**src/include/hpp_pkg.sv**
```systemverilog
// Package for the host processor port: pin widths, modes, FSM states, pin levels
// and the request carrier handed to the user logic.
// Assumes a single system clock domain; the host bus clock is sampled as data.
package hpp_pkg;

    // ******************************************************************
    // Widths
    // ******************************************************************
    localparam int PIN_ADDR_W = 5;
    localparam int DATA_W = 8;
    localparam int USR_ADDR_W = 8;
    localparam int BE_W = 2;
    localparam int HI_ADDR_LSB = 2;
    localparam int SYNC_W = 4 + PIN_ADDR_W + DATA_W;

    // ******************************************************************
    // Pin levels
    // ******************************************************************
    // Burst inhibit is held asserted in the first mode and left undriven in the second: this port never serves bursts
    localparam logic BI_ASSERT = 1'b0;
    localparam logic TA_ASSERT = 1'b1;
    localparam logic RDY_ASSERT = 1'b0;
    localparam logic IRQ_IDLE = 1'b1;
    localparam logic STRB_ACTIVE = 1'b0;
    localparam logic MODE_FIRST = 1'b0;
    localparam logic MODE_SECOND = 1'b1;
    localparam logic [USR_ADDR_W-PIN_ADDR_W-1:0] ADDR_PAD = 3'h0;

    // ******************************************************************
    // Types
    // ******************************************************************
    typedef enum logic [1:0] {
        HPP_IDLE = 2'h0,
        HPP_DATA = 2'h1,
        HPP_USER = 2'h3,
        HPP_ACK = 2'h2
    } hpp_state_t;

    typedef struct packed {
        logic [USR_ADDR_W-1:0] addr;
        logic wr;
        logic [DATA_W-1:0] wdata;
    } hpp_req_t;

    // Order of bits in the synchroniser bundle, high to low
    typedef struct packed {
        logic clk;
        logic strobe;
        logic ale;
        logic rw;
        logic [PIN_ADDR_W-1:0] addr;
        logic [DATA_W-1:0] data;
    } hpp_pins_t;

endpackage

```
**src/hdl/hpp_sync.sv**
```systemverilog
// Multi-bit two-stage synchroniser for the host port pins.
// Assumes each bit is an independent level; bursts of skew are absorbed by the
// host bus clock edge detection downstream.
`timescale 1ns/1ps
module hpp_sync #(
    parameter int W = 1,
    parameter int STAGES = 2
) (
    input wire logic clk_sys_i,
    input wire logic srst_i,
    input wire logic [W-1:0] d_i,
    output logic [W-1:0] q_o
);
    logic [STAGES-1:0][W-1:0] chain;

    // Refused at elaboration: one stage would let a metastable level into the logic
    if (STAGES < 2 || W < 1) begin : g_bad_params
        $error("hpp_sync: needs W >= 1 and STAGES >= 2");
    end

    // First stage feeds only the second stage
    always_ff @(posedge clk_sys_i) begin
        if (srst_i) begin
            chain <= '0;
        end else begin
            chain <= {chain[STAGES-2:0], d_i};
        end
    end

    assign q_o = chain[STAGES-1];
endmodule // hpp_sync

```
**src/hdl/hpp_port.sv**
```systemverilog
// Host processor port: synchronous parallel slave towards an external processor
// that runs in one of two bus modes, turning pin cycles into user requests.
// Assumes the host bus clock is much slower than clk_sys_i (at least 8 cycles per
// period) so that its edges can be found after synchronising.
`timescale 1ns/1ps
module hpp_port (
    input wire logic clk_sys_i,
    input wire logic srst_i,
    // Configuration
    input wire logic port_en_i,
    input wire logic mode_i,
    // Host pins
    input wire logic host_bus_clock_i,
    input wire logic transfer_strobe_i,
    input wire logic addr_latch_enable_i,
    input wire logic read_write_sel_i,
    input wire logic [hpp_pkg::PIN_ADDR_W-1:0] addr_i,
    input wire logic [hpp_pkg::DATA_W-1:0] data_i,
    output logic [hpp_pkg::DATA_W-1:0] data_o,
    output logic data_oe_o,
    output logic host_interrupt_req_n_o,
    output logic burst_inhibit_out_o,
    output logic burst_inhibit_oe_o,
    output logic transfer_ack_out_o,
    output logic transfer_ack_oe_o,
    // User side
    output logic usr_req_o,
    output hpp_pkg::hpp_req_t usr_req_data_o,
    input wire logic usr_done_i,
    input wire logic [hpp_pkg::DATA_W-1:0] usr_rdata_i,
    input wire logic usr_irq_i,
    input wire logic usr_bi_o_i,
    input wire logic usr_bi_oe_i,
    input wire logic usr_ack_o_i,
    input wire logic usr_ack_oe_i
);

    // ******************************************************************
    // State
    // ******************************************************************
    typedef struct packed {
        hpp_pkg::hpp_state_t st;
        logic clk_prev;
        hpp_pkg::hpp_req_t req;
        logic req_pulse;
        logic [hpp_pkg::USR_ADDR_W-1-hpp_pkg::HI_ADDR_LSB:0] ale_addr;
        logic [hpp_pkg::DATA_W-1:0] rdata;
        logic ack_on;
        logic drive_d;
        logic irq_n;
    } hpp_regs_t;

    localparam hpp_regs_t RESET_REGS = '{
        st: hpp_pkg::HPP_IDLE,
        clk_prev: 1'b0,
        req: '0,
        req_pulse: 1'b0,
        ale_addr: '0,
        rdata: '0,
        ack_on: 1'b0,
        drive_d: 1'b0,
        irq_n: hpp_pkg::IRQ_IDLE
    };

    hpp_regs_t q;
    hpp_regs_t next_q;
    hpp_pkg::hpp_pins_t pins_s;
    logic host_rise;
    logic start;
    logic second;

    // ******************************************************************
    // Pin synchronisation
    // ******************************************************************
    hpp_sync #(
        .W(hpp_pkg::SYNC_W),
        .STAGES(2)
    ) u_sync (
        .clk_sys_i(clk_sys_i),
        .srst_i(srst_i),
        .d_i({host_bus_clock_i, transfer_strobe_i, addr_latch_enable_i, read_write_sel_i, addr_i, data_i}),
        .q_o(pins_s)
    );

    // Host clock is sampled, never used as a clock: no second domain to cross
    assign host_rise = pins_s.clk && !q.clk_prev;
    assign second = (mode_i == hpp_pkg::MODE_SECOND);
    assign start = port_en_i && host_rise && (q.st == hpp_pkg::HPP_IDLE)
        && (pins_s.strobe == hpp_pkg::STRB_ACTIVE);

    // ******************************************************************
    // Address forming
    // ******************************************************************
    function automatic logic [hpp_pkg::USR_ADDR_W-1:0] form_addr(
        input logic mode2,
        input logic [hpp_pkg::PIN_ADDR_W-1:0] a,
        input logic [hpp_pkg::USR_ADDR_W-1-hpp_pkg::HI_ADDR_LSB:0] hi
    );
        if (mode2) begin
            form_addr = {hi, a[hpp_pkg::BE_W-1:0]};
        end else begin
            form_addr = {hpp_pkg::ADDR_PAD, a};
        end
    endfunction

    // ******************************************************************
    // Next state
    // ******************************************************************
    always_comb begin
        logic [hpp_pkg::USR_ADDR_W-1-hpp_pkg::HI_ADDR_LSB:0] hi;
        hi = q.ale_addr;
        next_q = q;
        next_q.clk_prev = pins_s.clk;
        next_q.req_pulse = 1'b0;
        if (host_rise) begin
            next_q.irq_n = !usr_irq_i;
        end
        // Address phase on the shared data lines
        if (port_en_i && second && host_rise && pins_s.ale) begin
            hi = pins_s.data[hpp_pkg::DATA_W-1:hpp_pkg::HI_ADDR_LSB];
            next_q.ale_addr = hi;
        end
        case (q.st)
            hpp_pkg::HPP_IDLE: begin
                if (start) begin
                    next_q.req.addr = form_addr(second, pins_s.addr, hi);
                    next_q.req.wr = second ? pins_s.rw : !pins_s.rw;
                    next_q.st = hpp_pkg::HPP_DATA;
                end
            end
            hpp_pkg::HPP_DATA: begin
                if (host_rise) begin
                    next_q.req.wdata = pins_s.data;
                    next_q.req_pulse = 1'b1;
                    next_q.st = hpp_pkg::HPP_USER;
                end
            end
            hpp_pkg::HPP_USER: begin
                if (usr_done_i) begin
                    next_q.rdata = usr_rdata_i;
                    next_q.st = hpp_pkg::HPP_ACK;
                end
            end
            hpp_pkg::HPP_ACK: begin
                // Acknowledge spans exactly one host clock period
                if (host_rise) begin
                    if (!q.ack_on) begin
                        next_q.ack_on = 1'b1;
                        next_q.drive_d = !q.req.wr;
                    end else begin
                        next_q.ack_on = 1'b0;
                        next_q.drive_d = 1'b0;
                        next_q.st = hpp_pkg::HPP_IDLE;
                    end
                end
            end
            default: begin
                next_q.st = hpp_pkg::HPP_IDLE;
            end
        endcase
        // Dropping the port abandons the access in flight, except a user request whose data phase is sampled in that same cycle
        if (!port_en_i) begin
            next_q.st = hpp_pkg::HPP_IDLE;
            next_q.ack_on = 1'b0;
            next_q.drive_d = 1'b0;
        end
    end

    always_ff @(posedge clk_sys_i) begin
        if (srst_i) begin
            q <= RESET_REGS;
        end else begin
            q <= next_q;
        end
    end

    // ******************************************************************
    // Outputs
    // ******************************************************************
    assign usr_req_o = q.req_pulse;
    assign usr_req_data_o = q.req;
    assign host_interrupt_req_n_o = q.irq_n;
    assign data_o = q.rdata;
    assign data_oe_o = port_en_i && q.drive_d;

    always_comb begin
        if (port_en_i) begin
            burst_inhibit_out_o = hpp_pkg::BI_ASSERT;
            burst_inhibit_oe_o = !second;
            transfer_ack_oe_o = 1'b1;
            if (second) begin
                transfer_ack_out_o = q.ack_on ? hpp_pkg::RDY_ASSERT : !hpp_pkg::RDY_ASSERT;
            end else begin
                transfer_ack_out_o = q.ack_on ? hpp_pkg::TA_ASSERT : !hpp_pkg::TA_ASSERT;
            end
        end else begin
            burst_inhibit_out_o = usr_bi_o_i;
            burst_inhibit_oe_o = usr_bi_oe_i;
            transfer_ack_out_o = usr_ack_o_i;
            transfer_ack_oe_o = usr_ack_oe_i;
        end
    end
endmodule // hpp_port

```
**config.mk**
```make
export PLATFORM = sky130hd
export DESIGN_NAME = hpp_port
export DESIGN_NICKNAME = d
export VERILOG_FILES = /design/src/include/hpp_pkg.sv /design/src/hdl/hpp_sync.sv /design/src/hdl/hpp_port.sv
export SDC_FILE = /design/constraint.sdc
export NUM_CORES = 1
export LEC_CHECK = 0
export BUFFER_PORTS_ARGS = -buffer_cell sky130_fd_sc_hd__buf_2
export CORE_UTILIZATION = 30
export DETAILED_ROUTE_END_ITERATION = 8
export PLACE_DENSITY = 0.48
export SLEW_MARGIN = 30
export SYNTH_ARGS = -nofsm -noshare
export SYNTH_HDL_FRONTEND = slang
export SYNTH_SLANG_ARGS = --single-unit
```
**constraint.sdc**
```tcl
create_clock -name clk_sys_i -period 3.8 [get_ports clk_sys_i]
set_input_delay 0.57 -clock clk_sys_i [delete_from_list [all_inputs] [get_ports clk_sys_i]]
set_output_delay 0.57 -clock clk_sys_i [all_outputs]
set_load 0.01 [all_outputs]
```
==> impl_metrics.tcl <==
set metrics [dict create \
    synth_seq_cells 72 \
    cp_top_family "buffers and inverters" \
    hold_depth 2 \
    antenna_cells 0 \
    whs_ns 0.4355 \
    place_congestion 0.6696 \
    synth-edff-count 0 \
    dieArea_sq_mm 0.009064 \
    grt_first_pass_wirelength_microns 7824 \
    ir_drop_v 0.0001503 \
    crit_path_frequent_cell "buf_2" \
    cp.depth 4 \
    cp-end-kind "output port" \
    synth_most_common_cell "dfxtp_1" \
    critPathKind "primary input to output port" \
    synth.area.top_cells "dfxtp_1, nor2b_1, buf_4" \
    numCtsBuffers 9 \
    layout.nets 341 \
    vias_per_cell 4.135 \
    cts_resized 0 \
    io_pins 67 \
    max-cap-violations 0 \
    rsz0062_at_grt "no" \
    synth_top_area_share 0.5530 \
    cp.arrival_ns 1.20 \
    crit_buf_inv 2 \
    relSlewSlack 0.5344 \
    synth_cell_types 29 \
    drt_first_pass_iters 4 \
    syn_nets 301 \
    core_sq_mm 0.008299 \
    async_reset_ff_frac 0 \
    finalHoldViolCount 0 \
    hpwl_microns 3209 \
    cts_root_buf "clkbuf_8" \
    cp-start-kind "primary input" \
    synth_cells 266 \
    setup_ws_ns 2.030 \
    cts.sinks 72 \
    grt_pass1_vias 1622 \
    drt-total-wl_microns 4753 \
    fill_cells 853 \
    htree_levels 3 \
    core.rowCount 33 \
    setup-tns-final_ns 0 \
    die_y_microns 95.21 \
    slowest_delay_ns 0.25 \
    final-setup-viol-count 0 \
    antenna_found_initial 0 \
    max_freq_mhz 564.9 \
    status "finished, final reports clean" \
    drt_iter0_markers 91 \
    fin_crit_ns 1.770 \
    final_max_slew_viol_count 0 \
    post_cts_buffers 0 \
    syn_to_final_growth_pct 18.00 \
    worst_pin_slew_ns 0.6959 \
    slowest_stage "buf_2" \
    ff2ff_path_depth 4 \
    path_cells "buf_2, xnor2_1, a21oi_1, buf_2" \
    post-place-ws_ns 1.768 \
    wl_per_cell_microns 11.43 \
    avgSynthCellArea_sq_um 9.798 \
    clk_path_buf_depth 2 \
    layout-drive-gt1-share 0.2765 \
    grt_max_degree 59 \
    power.leakage_uw 0.001347 \
    p_per_area_mw_per_mm2 510.1 \
    cp_max_fo 14 \
    portBuffers 66 \
    ys_seq_area_frac 0.5530 \
    ant_nets 0 \
    overflow 0 \
    die_width_microns 95.21 \
    grt_usage 0.1186 \
    met1_usage 0.1442 \
    final_cells 416 \
    use_met2 0.1744 \
    busiest_layer "met2" \
    p_total_uw 1569 \
    start_util 0.3140 \
    crit_required_ns 3.23 \
    clk_latency_ns 0.34 \
    yosysWarnings 0 \
    cts_tree "built" \
    clock_skew_ns 0.01017 \
    netlist_area_sq_mm 0.002606 \
    synth_common_cells "dfxtp_1, nor2b_1, nand2_1" \
    place_inst 400 \
    synth_ff_type "dfxtp_1" \
    cts_hold_buf 0 \
    vias 1720 \
    r2r_slack_ns 2.13 \
    cts.reportedPaths.clkPinSlew_ns 0.08 \
    grt_use_met3 0.06220 \
    hold_class "flip-flop to flip-flop" \
    remaining_drc_errors 0 \
    fin_crit_sh 0.4659 \
    yosysTopAreaCell "dfxtp_1" \
]
-- per-stage QoR --
step	cell area, sq um	utilization
2_1_floorplan	2606	-
3_3_place_gp	2828	0.3407
3_5_place_dp	2830	0.3410
4_1_cts	3075	0.3706
5_1_grt	3075	0.3706
6_report	3075	0.3706
-- cell usage in the layout (no fill, tap or decap), types with 2 or more instances in the layout --
cell type / Yosys / final
buf_2: 0 / 65
clkbuf_8: 0 / 10
a211o_1: 4 / 4
bufinv_16: 0 / 3
mux2i_1: 16 / 16
nand3b_1: 4 / 4
or2_2: 2 / 2
nand2_1: 30 / 30
xnor2_1: 3 / 3
nand3_1: 4 / 4
inv_1: 2 / 2
nand2b_1: 2 / 2
buf_4: 26 / 2
nor2_1: 21 / 21
o31ai_1: 3 / 3
dfxtp_1: 72 / 72
a21oi_1: 19 / 19
nor2b_1: 35 / 35
-- metal layers --
metal / up-vias / wire length, microns
li1: 914 / -
met1: 753 / 2327
met2: 47 / 1983
met3: 6 / 363
met4: 0 / 78
met5: - / 0
-- worst min-delay path, stage by stage, from the launching register on --
cell and delay, ns:
dfxtp_1 0.30, nand2_1 0.05, a21oi_1 0.05
-- power breakdown --
| group | total (uW) | switching, uW | internal, uW |
|---|---|---|---|
| Combinational | 62.9 | 31.3 | 31.6 |
| Sequential | 779 | 6.19 | 773 |
| Clock | 727 | 272 | 454 |
-- registers in the layout, summed over array words and instances, names as in the netlist --
register / count
data_o: 8
u_sync.q_o: 17
usr_req_data_o: 17
host_interrupt_req_n_o: 1
usr_req_o: 1
q: 11
u_sync.chain: 17
-- cell families after synthesis --
| logic type | count (synthesis) | synth area share |
|---|---|---|
| simple gates | 106 | 0.2108 |
| buf+inv | 40 | 0.09794 |
| flops | 72 | 0.5530 |
| xor+xnor | 3 | 0.01008 |
| mux | 16 | 0.06145 |
| compound gates | 29 | 0.06673 |
-- final timing paths --
kind,start,to
max,mode_i,transfer_ack_out_o
min,u_sync.q_o[0],usr_req_data_o[0]
max reg2reg,q[37],usr_req_data_o[14]
min reg2reg,u_sync.q_o[0],usr_req_data_o[0]
-- final cells by class --
class                   count  area (sq um)  share of cell area
flip-flops and latches     72          1441              0.4687
multi-input cells         154         909.6              0.2958
repair buffers             67         340.3              0.1107
clock buffers              11         141.4             0.04597
well taps                 105         131.4             0.04272
clock inverters             5         103.9             0.03377
inverters                   2         7.507            0.002441
Note: power is estimated with default switching activity, not from simulation.
